$ cat src/rtl/eeprom_seq_defines.svh
`ifndef EEPROM_SEQ_DEFINES_SVH
`define EEPROM_SEQ_DEFINES_SVH

// =====================================================================
// command words
`define WORD_ENTER 16'hDCBA
`define WORD_NOP 16'hFFFF
`define WORD_WRITE_BIT 15
`define WORD_ADDR_MSB 11
`define WORD_ADDR_LSB 4

// =====================================================================
// register offsets
`define OFS_FAIL_IND 8'h01
`define OFS_SM_POWER 8'h25
`define OFS_EE_CMD 8'h3E
`define OFS_LINE_FIRST 8'h40
`define OFS_LINE_LAST 8'h51

// =====================================================================
// operation codes at the eeprom command line
`define OP_PROG_ZEROS 16'h024E
`define OP_PROG_ONES 16'h024F
`define OP_REFRESH 16'h024C
`define OP_MARGIN_ZEROS 16'h0045
`define OP_MARGIN_ONES 16'h0044
`define OP_MARGIN_STOP 16'h0080

// =====================================================================
// field positions and reset values
`define SM_POWER_DOWN_BIT 15
`define FAIL_IND_RESET 16'h0001
`define SM_POWER_RESET 16'h0000
`define LINE_COUNT 18

`endif

$ cat src/rtl/eeprom_seq_pkg.sv
package eeprom_seq_pkg;

  typedef enum logic [1:0] {
    WALK_IDLE,
    WALK_READ,
    WALK_WRITE
  } walk_state_e;

  typedef enum logic [1:0] {
    WALK_REFRESH,
    WALK_PROGRAM,
    WALK_MARGIN
  } walk_kind_e;

  typedef enum logic [2:0] {
    ARM_NONE,
    ARM_PROG_ZEROS,
    ARM_PROG_ONES,
    ARM_MARGIN_ZEROS,
    ARM_MARGIN_ONES
  } arm_e;

endpackage

$ cat src/rtl/line_memory.sv
`timescale 1ns/100ps

// =====================================================================
// line memory: one write port, registered read data
module line_memory #(
  parameter int WIDTH = 16,
  parameter int DEPTH = 18,
  parameter int AW = 5
) (
  input wire logic clk_in, // clock
  input wire logic wr_en_in, // write strobe
  input wire logic [AW-1:0] wr_addr_in, // write line
  input wire logic [WIDTH-1:0] wr_data_in, // write data
  input wire logic [AW-1:0] rd_addr_in, // read line
  output logic [WIDTH-1:0] rd_data_out // read data, one cycle later
);

  logic [WIDTH-1:0] mem_q [DEPTH];

  always_ff @(posedge clk_in)
  begin
    if (wr_en_in)
    begin
      mem_q[wr_addr_in] <= wr_data_in;
    end
  end

  always_ff @(posedge clk_in)
  begin
    rd_data_out <= mem_q[rd_addr_in];
  end

endmodule

$ cat src/rtl/eeprom_program_margin_sequencer.sv
// How it works
// - two command words arm a program step; the voltage pulse commits it
// - line configuration lives in nonvolatile lines, loaded at reset; registers 01 and 25 reset to fixed values
// - read command carries line address in bits 11:4, 40 to 51
// - read result answers on the next word, typically FFFF
// - write word 8400 then data loads line content to program
// - write word 83E0 then an operation code starts eeprom operations
// - code 024E arms programming of zero bits
// - code 024F arms programming of one bits
// - code 024C reloads nonvolatile lines into device registers
// - codes 0045/0044 arm margin refresh, 0080 stops margin test
// - ones test: threshold above margin loads one, below loads zero
// - zeros test: margin below threshold loads one, above loads zero
`timescale 1ns/100ps
`include "eeprom_seq_defines.svh"

module eeprom_program_margin_sequencer #(
  parameter int LINES = `LINE_COUNT,
  parameter int AW = 5
) (
  input wire logic clk_in, // 250 MHz clock
  input wire logic rst_n_in, // async reset, active low
  input wire logic [15:0] cmd_word_in, // word from link block
  input wire logic cmd_valid_in, // one-cycle strobe with word
  input wire logic prog_pulse_in, // programming voltage present on pin, async
  input wire logic [15:0] margin_above_in, // per cell: threshold above margin voltage
  input wire logic fault_in, // internal failure request
  output logic [15:0] resp_word_out, // answer word
  output logic resp_valid_out, // one-cycle strobe with answer
  output logic entered_out, // interface entered
  output logic sm_power_down_out, // supervisory state machine powered down
  output logic fail_ind_en_out, // failure indication enabled
  output logic busy_out, // line walk running
  output logic margin_mode_out, // margin test armed
  output logic [AW-1:0] margin_line_out, // line under refresh
  output logic overcurrent_output_two_o_out, // pin level when driven
  output logic overcurrent_output_two_oe_out // pin driven low
);

  logic entered_q;
  logic wr_pend_q;
  logic [7:0] wr_addr_q;
  logic [15:0] fail_ind_q;
  logic [15:0] sm_power_q;
  eeprom_seq_pkg::arm_e arm_q;
  eeprom_seq_pkg::walk_state_e walk_q;
  eeprom_seq_pkg::walk_kind_e kind_q;
  logic [AW-1:0] line_q;
  logic rd_pend_q;
  logic rd_cap_q;
  logic rd_hit_q;
  logic [15:0] rd_hold_q;
  logic [15:0] rd_reg_q;
  logic [2:0] pulse_sync_q;
  logic oe_q;
  logic take;
  logic pulse_rise;
  logic [7:0] word_addr;
  logic [7:0] rd_addr_q;
  logic [AW-1:0] host_line;
  logic [AW-1:0] sh_raddr;
  logic [15:0] nvm_rdata;
  logic [15:0] sh_rdata;
  logic nvm_we;
  logic [15:0] nvm_wdata;
  logic sh_we;
  logic [AW-1:0] sh_waddr;
  logic [15:0] sh_wdata;
  logic prog_ones_q;
  logic margin_q;

  // =====================================================================
  // helpers
  function automatic logic is_line(input logic [7:0] a);
    return (a >= `OFS_LINE_FIRST) && (a <= `OFS_LINE_LAST);
  endfunction

  function automatic logic [AW-1:0] line_of(input logic [7:0] a);
    logic [7:0] d;
    d = a - `OFS_LINE_FIRST;
    return d[AW-1:0];
  endfunction

  // words are ignored while a walk owns the memories
  assign take = cmd_valid_in && (walk_q == eeprom_seq_pkg::WALK_IDLE);
  assign word_addr = cmd_word_in[`WORD_ADDR_MSB:`WORD_ADDR_LSB];
  assign host_line = line_of(rd_addr_q);
  assign pulse_rise = pulse_sync_q[1] && !pulse_sync_q[2];

  // =====================================================================
  // programming voltage synchroniser
  always_ff @(posedge clk_in or negedge rst_n_in)
  begin
    if (!rst_n_in)
    begin
      pulse_sync_q <= 3'h0;
    end
    else
    begin
      pulse_sync_q <= {pulse_sync_q[1:0], prog_pulse_in};
    end
  end

  // =====================================================================
  // command word decode
  always_ff @(posedge clk_in or negedge rst_n_in)
  begin
    if (!rst_n_in)
    begin
      entered_q <= 1'b0;
      wr_pend_q <= 1'b0;
      wr_addr_q <= 8'h00;
      rd_pend_q <= 1'b0;
      rd_addr_q <= 8'h00;
    end
    else if (take)
    begin
      rd_pend_q <= 1'b0;
      if (!entered_q)
      begin
        entered_q <= (cmd_word_in == `WORD_ENTER);
      end
      else if (wr_pend_q)
      begin
        wr_pend_q <= 1'b0;
      end
      else if (cmd_word_in == `WORD_NOP)
      begin
        wr_pend_q <= 1'b0;
      end
      else if (cmd_word_in[`WORD_WRITE_BIT])
      begin
        wr_pend_q <= 1'b1;
        wr_addr_q <= word_addr;
      end
      else
      begin
        rd_pend_q <= 1'b1;
        rd_addr_q <= word_addr;
      end
    end
  end

  // =====================================================================
  // read pipeline: address, registered memory, hold for next slot
  always_ff @(posedge clk_in or negedge rst_n_in)
  begin
    if (!rst_n_in)
    begin
      rd_cap_q <= 1'b0;
      rd_hit_q <= 1'b0;
      rd_reg_q <= 16'h0000;
      rd_hold_q <= 16'h0000;
    end
    else
    begin
      rd_cap_q <= rd_pend_q && take == 1'b0;
      rd_hit_q <= is_line(rd_addr_q);
      if (rd_addr_q == `OFS_FAIL_IND)
      begin
        rd_reg_q <= fail_ind_q;
      end
      else if (rd_addr_q == `OFS_SM_POWER)
      begin
        rd_reg_q <= sm_power_q;
      end
      else
      begin
        rd_reg_q <= 16'h0000;
      end
      if (rd_cap_q)
      begin
        rd_hold_q <= rd_hit_q ? sh_rdata : rd_reg_q;
      end
    end
  end

  always_ff @(posedge clk_in or negedge rst_n_in)
  begin
    if (!rst_n_in)
    begin
      resp_word_out <= 16'h0000;
      resp_valid_out <= 1'b0;
    end
    else
    begin
      resp_valid_out <= take && entered_q;
      if (take && entered_q)
      begin
        resp_word_out <= rd_hold_q;
      end
    end
  end

  // =====================================================================
  // control registers and operation arming
  always_ff @(posedge clk_in or negedge rst_n_in)
  begin
    if (!rst_n_in)
    begin
      fail_ind_q <= `FAIL_IND_RESET;
      sm_power_q <= `SM_POWER_RESET;
      arm_q <= eeprom_seq_pkg::ARM_NONE;
      margin_q <= 1'b0;
    end
    else if (take && entered_q && wr_pend_q)
    begin
      if (wr_addr_q == `OFS_FAIL_IND)
      begin
        fail_ind_q <= cmd_word_in;
      end
      if (wr_addr_q == `OFS_SM_POWER)
      begin
        sm_power_q <= cmd_word_in;
      end
      if (wr_addr_q == `OFS_EE_CMD)
      begin
        case (cmd_word_in)
          `OP_PROG_ZEROS: arm_q <= eeprom_seq_pkg::ARM_PROG_ZEROS;
          `OP_PROG_ONES: arm_q <= eeprom_seq_pkg::ARM_PROG_ONES;
          `OP_MARGIN_ZEROS: arm_q <= eeprom_seq_pkg::ARM_MARGIN_ZEROS;
          `OP_MARGIN_ONES: arm_q <= eeprom_seq_pkg::ARM_MARGIN_ONES;
          `OP_MARGIN_STOP: arm_q <= eeprom_seq_pkg::ARM_NONE;
          default: arm_q <= arm_q;
        endcase
        // registered copy of the margin arming, so the output comes from a flop
        if (cmd_word_in == `OP_MARGIN_ZEROS || cmd_word_in == `OP_MARGIN_ONES)
        begin
          margin_q <= 1'b1;
        end
        else if (cmd_word_in == `OP_PROG_ZEROS || cmd_word_in == `OP_PROG_ONES ||
                 cmd_word_in == `OP_MARGIN_STOP)
        begin
          margin_q <= 1'b0;
        end
      end
    end
    else if (walk_q == eeprom_seq_pkg::WALK_IDLE && pulse_rise &&
             (arm_q == eeprom_seq_pkg::ARM_PROG_ZEROS ||
              arm_q == eeprom_seq_pkg::ARM_PROG_ONES))
    begin
      arm_q <= eeprom_seq_pkg::ARM_NONE;
    end
  end

  // =====================================================================
  // line walk: program, refresh or margin refresh of every line
  always_ff @(posedge clk_in or negedge rst_n_in)
  begin
    if (!rst_n_in)
    begin
      walk_q <= eeprom_seq_pkg::WALK_READ;
      kind_q <= eeprom_seq_pkg::WALK_REFRESH;
      line_q <= '0;
    end
    else
    begin
      case (walk_q)
        eeprom_seq_pkg::WALK_IDLE:
        begin
          line_q <= '0;
          if (take && entered_q && wr_pend_q && wr_addr_q == `OFS_EE_CMD &&
              cmd_word_in == `OP_REFRESH)
          begin
            walk_q <= eeprom_seq_pkg::WALK_READ;
            kind_q <= eeprom_seq_pkg::WALK_REFRESH;
          end
          else if (pulse_rise && (arm_q == eeprom_seq_pkg::ARM_PROG_ZEROS ||
                                  arm_q == eeprom_seq_pkg::ARM_PROG_ONES))
          begin
            walk_q <= eeprom_seq_pkg::WALK_READ;
            kind_q <= eeprom_seq_pkg::WALK_PROGRAM;
          end
          else if (pulse_rise && (arm_q == eeprom_seq_pkg::ARM_MARGIN_ZEROS ||
                                  arm_q == eeprom_seq_pkg::ARM_MARGIN_ONES))
          begin
            walk_q <= eeprom_seq_pkg::WALK_READ;
            kind_q <= eeprom_seq_pkg::WALK_MARGIN;
          end
        end
        eeprom_seq_pkg::WALK_READ:
        begin
          walk_q <= eeprom_seq_pkg::WALK_WRITE;
        end
        eeprom_seq_pkg::WALK_WRITE:
        begin
          if (line_q == AW'(LINES - 1))
          begin
            walk_q <= eeprom_seq_pkg::WALK_IDLE;
          end
          else
          begin
            walk_q <= eeprom_seq_pkg::WALK_READ;
            line_q <= line_q + 1'b1;
          end
        end
        default: walk_q <= eeprom_seq_pkg::WALK_IDLE;
      endcase
    end
  end

  // =====================================================================
  // memory write muxing
  always_comb
  begin
    nvm_we = 1'b0;
    nvm_wdata = nvm_rdata;
    sh_we = 1'b0;
    sh_waddr = line_q;
    sh_wdata = nvm_rdata;
    if (walk_q == eeprom_seq_pkg::WALK_WRITE)
    begin
      case (kind_q)
        eeprom_seq_pkg::WALK_PROGRAM:
        begin
          nvm_we = 1'b1;
          // zeros clear where line content is zero, ones set where it is one
          nvm_wdata = prog_ones_q ? (nvm_rdata | sh_rdata) : (nvm_rdata & sh_rdata);
        end
        eeprom_seq_pkg::WALK_MARGIN:
        begin
          sh_we = 1'b1;
          sh_wdata = margin_above_in;
        end
        default:
        begin
          sh_we = 1'b1;
        end
      endcase
    end
    else if (take && entered_q && wr_pend_q && is_line(wr_addr_q))
    begin
      sh_we = 1'b1;
      sh_waddr = line_of(wr_addr_q);
      sh_wdata = cmd_word_in;
    end
  end

  // remembers which program step the running walk performs
  always_ff @(posedge clk_in or negedge rst_n_in)
  begin
    if (!rst_n_in)
    begin
      prog_ones_q <= 1'b0;
    end
    else if (walk_q == eeprom_seq_pkg::WALK_IDLE && pulse_rise)
    begin
      prog_ones_q <= (arm_q == eeprom_seq_pkg::ARM_PROG_ONES);
    end
  end

  assign sh_raddr = (walk_q == eeprom_seq_pkg::WALK_IDLE) ? host_line : line_q;

  line_memory #(.WIDTH(16), .DEPTH(LINES), .AW(AW)) u_nvm (
    .clk_in(clk_in),
    .wr_en_in(nvm_we),
    .wr_addr_in(line_q),
    .wr_data_in(nvm_wdata),
    .rd_addr_in(line_q),
    .rd_data_out(nvm_rdata)
  );

  line_memory #(.WIDTH(16), .DEPTH(LINES), .AW(AW)) u_shadow (
    .clk_in(clk_in),
    .wr_en_in(sh_we),
    .wr_addr_in(sh_waddr),
    .wr_data_in(sh_wdata),
    .rd_addr_in(sh_raddr),
    .rd_data_out(sh_rdata)
  );

  // =====================================================================
  // open-drain failure output, silenced by the failure indication enable
  always_ff @(posedge clk_in or negedge rst_n_in)
  begin
    if (!rst_n_in)
    begin
      oe_q <= 1'b0;
      busy_out <= 1'b1;
    end
    else
    begin
      oe_q <= fault_in && fail_ind_q[0];
      busy_out <= (walk_q != eeprom_seq_pkg::WALK_IDLE);
    end
  end

  assign overcurrent_output_two_oe_out = oe_q;
  assign overcurrent_output_two_o_out = 1'b0 & oe_q;
  assign entered_out = entered_q;
  assign sm_power_down_out = sm_power_q[`SM_POWER_DOWN_BIT];
  assign fail_ind_en_out = fail_ind_q[0];
  assign margin_mode_out = margin_q;
  assign margin_line_out = line_q;

endmodule

$ cat config.mk
export PLATFORM = sky130hd
export DESIGN_NAME = eeprom_program_margin_sequencer
export DESIGN_NICKNAME = d
export VERILOG_FILES = /design/src/rtl/eeprom_seq_pkg.sv /design/src/rtl/line_memory.sv /design/src/rtl/eeprom_program_margin_sequencer.sv
export VERILOG_INCLUDE_DIRS = /design/src /design/src/rtl
export SDC_FILE = /design/constraint.sdc
export NUM_CORES = 1
export LEC_CHECK = 0
export ABC_AREA = 1
export BUFFER_PORTS_ARGS = -buffer_cell sky130_fd_sc_hd__buf_2
export CAP_MARGIN = 25
export CORE_UTILIZATION = 55
export CTS_BUF_LIST = sky130_fd_sc_hd__clkbuf_16
export CTS_CLUSTER_DIAMETER = 30
export DETAILED_ROUTE_END_ITERATION = 10
export GPL_TIMING_DRIVEN = 0
export PLACE_DENSITY = 0.72
export SYNTH_ARGS = -nofsm -noshare
export SYNTH_HDL_FRONTEND = slang
export SYNTH_SLANG_ARGS = --single-unit
$ cat constraint.sdc
create_clock -name clk_in -period 3.1 [get_ports clk_in]
set_input_delay 0.93 -clock clk_in [delete_from_list [all_inputs] [get_ports clk_in]]
set_output_delay 0.93 -clock clk_in [all_outputs]
set_load 0.02 [all_outputs]
==> metrics.txt, run 1 <==
status=completed; final net count=3101; H-tree depth=3; commonest non-fill, non-tap cell in the layout=edfxtp_1; clock skew=roughly 0.053 ns; Fin. Hold Viols=0; Filler Cell Count=3820; Die H=237 um; Critical Path AT=3.48 ns; Placed Instance Area=roughly 32000 sq um; Hold Slack=around 0.15 ns; Slew @ Worst Pin=1.14 ns; Synthesized Nets=between 2k and 3k; Crit path depth=7; Power Density=882 nW/um^2; crit share post-route=1.00; WP data required=about 3.5 ns; vias=approximately 23k; Sinks on Clock Net=around 730; Clock transition at path regs=~0.06 ns; first-pass GRT wire length=133 mm; Slowest Stage Delay on Critical Path=between 0.5 and 0.6 ns; RSZ-0062 raised after global routing=yes; Antenna diodes=0; starting density of the core=0.560; endpoint class of the critical path=flop; Max Freq=about 320 MHz; HP Class=in2async; MaxCap Viol Count=0; sequential area share after synthesis=0.692; hold-fix buffers at CTS=0; syn_area_per_cell=between 10 and 15 sq um; Setup CP Type=reg2reg; Core Util, Final=0.683; Seq cells post-synth=between 700 and 800; CTS Buf Count=121; HPWL after DPL=61.4 mm; gpl congestion=between 0.9 and 1; total gr overflow=0; YS warnings=0; most frequent cells in the layout=576 x edfxtp_1, 428 x nand2_1, 379 x inv_1; Die Wd=237 um; DRC viols=0; Final Instance Area=around 37000 sq um; GRT Resource Usage Total=0.323; Area growth, synth to finish=22.0%; Tot Pwr=between 0.03 and 0.04 W; Worst Path Max Fanout=12; Synth Instances=approximately 2.8k; router iterations before antenna repair=6; Root Buffer Master=clkbuf_16; Final setup viols=0; layout cells sized above 1=0.154; final wirelength=between 90 and 100 mm; Crit path max-delay family=buffers and inverters; worst-path cell chain=inv_1, clkbuf_1, buf_2, ha_1, nand2_1, nor2_2, buf_4; post-synthesis cell area=~30000 sq um; critical path's slowest cell=dfrtp_1; TritonCTS clock tree=yes; FP Rows=between 80 and 90; clk_lat worst skew=approximately 0.69 ns; final max-slew violation count=0; reg2reg path depth=7; Total Neg Setup Slack=0 ns; Core ar.=54100 sq um; DR vias/cell=5.95; Worst Path Buf+Inv=4; initial DRC count=approximately 2.9k; Ports=66; via count of the first global-routing pass=21.9k; Die ar.=56000 sq um; pin count of the biggest net entering global routing=86; Tmin final=slightly above 3 ns; initial antenna violation count=2; final antenna-violating net count=0; drt wl/cell=about 24 um; Port Buffers=64; VDD IR max=between 0.7 and 0.8 mV; Unique masters post-synth=42; critical path launch point type=flop; Relative slew margins=0.240; CTS max path bufs=3; register-to-register path setup slack=0.0004 ns; Lkg Pwr=roughly 14 nW
-- area by class of cell --
| cell class | instances | area [sq um] | share of cell area |
|---|---|---|---|
| flip-flops and latches | 729 | 21000 | 0.567 |
| multi-input cells | 1554 | 7620 | 0.206 |
| inverters | 373 | 1400 | 0.0380 |
| clock inverters | 106 | 1150 | 0.0311 |
| well taps | 696 | 871 | 0.0236 |
| plain buffers | 144 | 614 | 0.0166 |
| clock buffers | 125 | 3130 | 0.0846 |
| repair buffers | 137 | 1200 | 0.0324 |
-- per-stage QoR --
stage | worst slack [ns] | instances
4_1_cts | 0.0325 | 3856
5_1_grt | -0.0566 | 3864
6_report | 0.000377 | 3864
3_3_place_gp | -1.24 | 3560
2_1_floorplan | 0.215 | 2800
3_5_place_dp | -0.551 | 3621
-- layer usage --
layer,GRT usage,vias up,part of all wire
li1,-,10200,-
met1,0.422,11000,0.37
met2,0.514,1513,0.47
met3,0.0651,271,0.11
met4,0.172,0,0.053
met5,0,-,0
-- kinds of logic (layout without fill, tap and decap cells) --
logic type / Yosys count / after routing / synth area share
AO/OA/AOI/OAI: 426 / 426 / 0.0772
XOR/XNOR: 1 / 1 / 0.000289
adder cells (fa/ha/maj): 4 / 4 / 0.00165
buffers and inverters: 517 / 885 / 0.0663
flip-flops: 729 / 729 / 0.692
other: 1 / 1 / 0.000124
AND/OR/NAND/NOR: 1122 / 1122 / 0.163
-- report_power, final --
part	total, W	switching, W	internal (W)
clock	0.0137	0.00493	0.00882
sequential	0.0117	0.000533	0.0111
combinational	0.00717	0.00520	0.00198
total	0.0326	0.0107	0.0219
-- path summary, 6_finish.rpt --
path / endpoint / from
min in group clk_in: pulse_sync_q[2]$_DFF_PN0_ / pulse_sync_q[1]$_DFF_PN0_
hold reg to reg: pulse_sync_q[2]$_DFF_PN0_ / pulse_sync_q[1]$_DFF_PN0_
setup / recovery: u_nvm.mem_q[16][9]$_DFFE_PP_ / margin_line_out[0]$_DFFE_PN0P_
max in group asynchronous: walk_q[0]$_DFFE_PN1P_ / rst_n_in
setup reg to reg: u_nvm.mem_q[16][9]$_DFFE_PP_ / margin_line_out[0]$_DFFE_PN0P_
hold / removal: sm_power_q[13]$_DFFE_PN0P_ / rst_n_in
-- flip-flops by register name (all words and copies together), names as in the netlist, 2 cells and up --
signal	flops
u_shadow.mem_q	288
sm_power_q	16
pulse_sync_q	3
kind_q	2
wr_addr_q	8
rd_reg_q	16
rd_addr_q	8
walk_q	2
arm_q	3
fail_ind_q	16
u_shadow.rd_data_out	16
u_nvm.mem_q	288
margin_line_out	5
resp_word_out	16
u_nvm.rd_data_out	16
rd_hold_q	16
-- worst register-to-register path: stages (launching register included) --
cell and delay (ns):
dfrtp_1 0.52, inv_1 0.26, clkbuf_1 0.48, buf_2 0.37, ha_1 0.20, nand2_1 0.32
nor2_2 0.40, buf_4 0.29
-- cell usage after synthesis, drive strengths merged --
| library cell | instances | area [sq um] |
|---|---|---|
| buf | 54 | 273 |
| nor3 | 14 | 80.1 |
| clkbuf | 90 | 338 |
| dfstp | 3 | 78.8 |
| edfxtp | 576 | 17300 |
| a22oi | 1 | 7.51 |
| a31oi | 11 | 68.8 |
| o22ai | 81 | 507 |
| inv | 372 | 1400 |
| a211oi | 1 | 7.51 |
| nor2 | 255 | 996 |
| dfrtp | 118 | 2950 |
| ha | 4 | 50.1 |
| clkinv | 1 | 3.75 |
| o221ai | 5 | 43.8 |
| o21bai | 9 | 67.6 |
| or2 | 7 | 43.8 |
| nand2 | 433 | 1640 |
| dfxtp | 32 | 641 |
| nand3 | 382 | 1930 |
| o211ai | 8 | 60.1 |
| nand4 | 25 | 171 |
| conb | 1 | 3.75 |
| nor4 | 6 | 58.8 |
| o21ai | 285 | 1450 |
| a21oi | 24 | 120 |
| o21a | 1 | 7.51 |
| xor2 | 1 | 8.76 |
-- repair_timing --
item	in CTS	in global routing
pin swaps	1	2
endpoints found under the setup margin	307	169
cloned	0	0
gates resized for setup	15	15
buffers inserted	4	7
No activity file was read; power rests on OpenSTA's default activity.
==> run 2: changes to the inputs <==
--- a/config.mk
+++ b/config.mk
@@ -6,7 +6,6 @@
 export SDC_FILE = /design/constraint.sdc
 export NUM_CORES = 1
 export LEC_CHECK = 0
-export ABC_AREA = 1
 export BUFFER_PORTS_ARGS = -buffer_cell sky130_fd_sc_hd__buf_2
 export CAP_MARGIN = 25
 export CORE_UTILIZATION = 55
==> run 2 against run 1 <==
Effect of this change:
- the run now ends with setup timing left
- clock power up 4%
- clock skew down 0.015 ns
- wire length down 21%
- power down 24%
- synthesized cell count down 40%
- first-iteration DRC count down 37%
- sequential power down 10%
==> metrics.txt, run 2 <==
Relative slew margins=0.282 (+0.0418); Port Buffers=61 (-4.7%); starting density of the core=0.558 (-0.00167); gpl congestion=0.929 (-3.6%); Setup CP Type=reg2reg; layout cells sized above 1=0.298 (+0.144); critical path launch point type=flop; vias=16.7k (-27%); HP Class=in2async; EDFF count, synth=576 (unchanged); H-tree depth=4 (+1); Critical Path AT=3.66 ns (+0.18 ns); reg2reg path depth=7 (unchanged); status=finished, violations left; post-synthesis cell area=28700 sq um (-5.3%); Slew @ Worst Pin=1.07 ns (-0.0707 ns); Final setup viols=1 (+1); initial antenna violation count=1 (-1); drt wl/cell=26.5 um (+12%); router iterations before antenna repair=6 (unchanged); crit share post-route=1.00 (+0.00303); clock skew=0.0373 ns (-0.0152 ns); endpoint class of the critical path=flop; HPWL after DPL=46.7 mm (-24%); TritonCTS clock tree=yes; Clock transition at path regs=0.05 ns (about the same); VDD IR max=0.875 mV (+19%); Die ar.=53100 sq um (-5.3%); final antenna-violating net count=0 (unchanged); final wirelength=71.9 mm (-21%); Die Wd=230 um (-2.7%); WP data required=3.65 ns (+0.17 ns); Synth Instances=1691 (-40%); Area growth, synth to finish=22.5%; Total Neg Setup Slack=-0.00902 ns (-0.00902 ns); Sinks on Clock Net=729 (unchanged); most area-consuming cells after synthesis=edfxtp_1 60%, dfrtp_1 10%, mux4_2 7.2%; Clock Power Share=0.575 (+0.153); sequential area share after synthesis=0.731 (+0.0389); total gr overflow=0 (unchanged); Seq pwr share=0.420 (+0.062); final net count=1962 (-37%); Max Freq=322 MHz (-0.30%); Synthesized Nets=1732 (-39%); initial DRC count=1801 (-37%); Ports=66 (unchanged); post-synth top area share=0.603 (+0.0321); CTS max path bufs=3 (unchanged); DR vias/cell=6.17 (+3.7%); first-pass GRT wire length=107 mm (-19%); Filler Cell Count=3255 (-15%); ys async rst share=0.166 (unchanged); FP Rows=83 (-2.4%); GRT Resource Usage Total=0.278 (-0.0449); Worst R2R Start=walk_q[1]$_DFFE_PN0P_; Reg-to-Reg End=u_shadow.rd_data_out[4]$_DFF_P_; P_sw=0.00492 W (-54%); Tmin final=3.11 ns (+0.00940 ns); Worst Path Max Fanout=10 (-2); Die H=230 um (-2.7%); pin count of the biggest net entering global routing=76 (-12%); Commonest cells post-synth=576 x edfxtp_1, 129 x nor2_1, 118 x dfrtp_1; YS warnings=0 (unchanged); Power Density=707 nW/um^2 (-20%); via count of the first global-routing pass=17.2k (-22%); Fin. Hold Viols=0 (unchanged); Lkg Pwr=10.8 nW (-22%); Core ar.=51400 sq um (-5.0%); commonest non-fill, non-tap cell in the layout=edfxtp_1; RSZ-0062 raised after global routing=yes; register-to-register path setup slack=-0.009 ns (about the same); prevailing post-synth register cell=edfxtp_1; post-synth top area cell=edfxtp_1; P_int=0.0199 W (-9.0%); Unique masters post-synth=69 (+64%); syn_area_per_cell=17.0 sq um (+57%); DRC viols=0 (unchanged); Root Buffer Master=clkbuf_16; clk_lat worst skew=0.72 ns (+0.03 ns); count leader, synth=edfxtp_1; CTS Buf Count=130 (+7.4%); most frequent cells in the layout=576 x edfxtp_1, 133 x clkbuf_16, 118 x dfrtp_1; biggest registers after layout=u_nvm.mem_q x288, u_shadow.mem_q x288; switch share=0.198 (-0.130); worst setup margin=-0.00902 ns (-0.00940 ns); Tot Pwr=0.0249 W (-24%); failing checks=setup timing; Final Instance Area=35100 sq um (-4.9%); MaxCap Viol Count=0 (unchanged); Placed Instance Area=30400 sq um (-6.5%); Seq cells post-synth=729 (unchanged); Logic pwr share=0.004 (-0.216); final max-slew violation count=0 (unchanged)
-- run 2: cell count changes after synthesis, sizes merged, moves of 46 or more --
cell   before  now
mux4        0   92
mux2i       0   79
nand2     433  108
inv       372   10
a21oi      24   70
o22ai      81   29
nand3     382   11
nor2      255  130
o21ai     285   40
a22oi       1   53
mux2        0   96
-- run 2: worst max path at each step --
stage / from / to / slack (ns) / cells after the start
finish: walk_q[1]$_DFFE_PN0P_ / u_shadow.rd_data_out[4]$_DFF_P_ / -0.009 / 7
detailed placement: margin_line_out[0]$_DFFE_PN0P_ / u_shadow.mem_q[9][9]$_DFFE_PP_ / -0.58 / 8
CTS: wr_addr_q[2]$_DFFE_PN0P_ / u_shadow.mem_q[8][7]$_DFFE_PP_ / -0.16 / 7
global placement: cmd_valid_in / u_shadow.mem_q[16][9]$_DFFE_PP_ / -1.68 / 7
global route: walk_q[1]$_DFFE_PN0P_ / u_shadow.mem_q[11][2]$_DFFE_PP_ / -0.05 / 8
floorplan: cmd_valid_in / u_shadow.mem_q[16][0]$_DFFE_PP_ / -0.41 / 6
-- run 2: through the flow --
step           instances  worst slack (ns)   util  hold slack (ns)
6_report            2710          -0.00902  0.684            0.151
4_1_cts             2703            -0.157  0.679            0.137
5_1_grt             2708           -0.0518  0.683            0.173
3_5_place_dp        2462            -0.583  0.590            0.339
3_3_place_gp        2432             -1.68  0.581            0.332
2_1_floorplan       1691            -0.409      -            0.331
-- run 2: what timing repair did --
action                                  4_1_cts  5_1_grt
buffers inserted                              3        3
hold buffers                                  0        0
resized for setup                            22       38
endpoints found under the setup margin      552      444
pin swaps                                     2        4
-- run 2: layer usage --
metal  up-vias  wire [um]  GRT usage
met1      8641      29100      0.373
met3       121       5560     0.0655
met5         -          0          0
met4         0       1500     0.0935
li1       7160          -          -
met2       799      35800      0.452
-- run 2: layout make-up --
cell class | count | area (sq um) | share of cell area
flip-flops and latches | 729 | 21000 | 0.597
multi-input cells | 864 | 7540 | 0.214
clock buffers | 133 | 3330 | 0.0947
clock inverters | 106 | 1120 | 0.0320
repair buffers | 99 | 851 | 0.0242
well taps | 680 | 851 | 0.0242
plain buffers | 87 | 439 | 0.0125
inverters | 10 | 37.5 | 0.00107
diodes | 2 | 5.00 | 0.000142
-- run 2: logic make-up after synthesis --
family,after synthesis,synth area share
DFF,729,0.731
and+or+nand+nor,330,0.0545
muxes,267,0.138
AOI/OAI and AO/OA,261,0.0587
buffers and inverters,98,0.0163
adders and majority gates,4,0.00174
other,1,0.000131
xor gates and xnor gates,1,0.000305
-- run 2: worst max-delay path: stages (launching register included) --
cell,delay (ns)
dfrtp_1,0.45
nor2_8,0.27
mux2i_1,0.86
nand2_2,0.25
buf_6,0.24
o22ai_1,0.22
a21oi_1,0.15
a31oi_1,0.49
-- run 2: power groups by stage --
stage / clock network [W] / registers, W / logic (W)
final: 0.0143 / 0.0105 / 0.000110
after global routing: 0.0149 / 0.0104 / 0.000117
after CTS: 0.0144 / 0.0105 / 0.000109
after detailed placement: 0 / 0.0106 / 0.000108
after global placement: 0 / 0.0106 / 0.000101
after floorplan: 0 / 0.0106 / 0.0000149
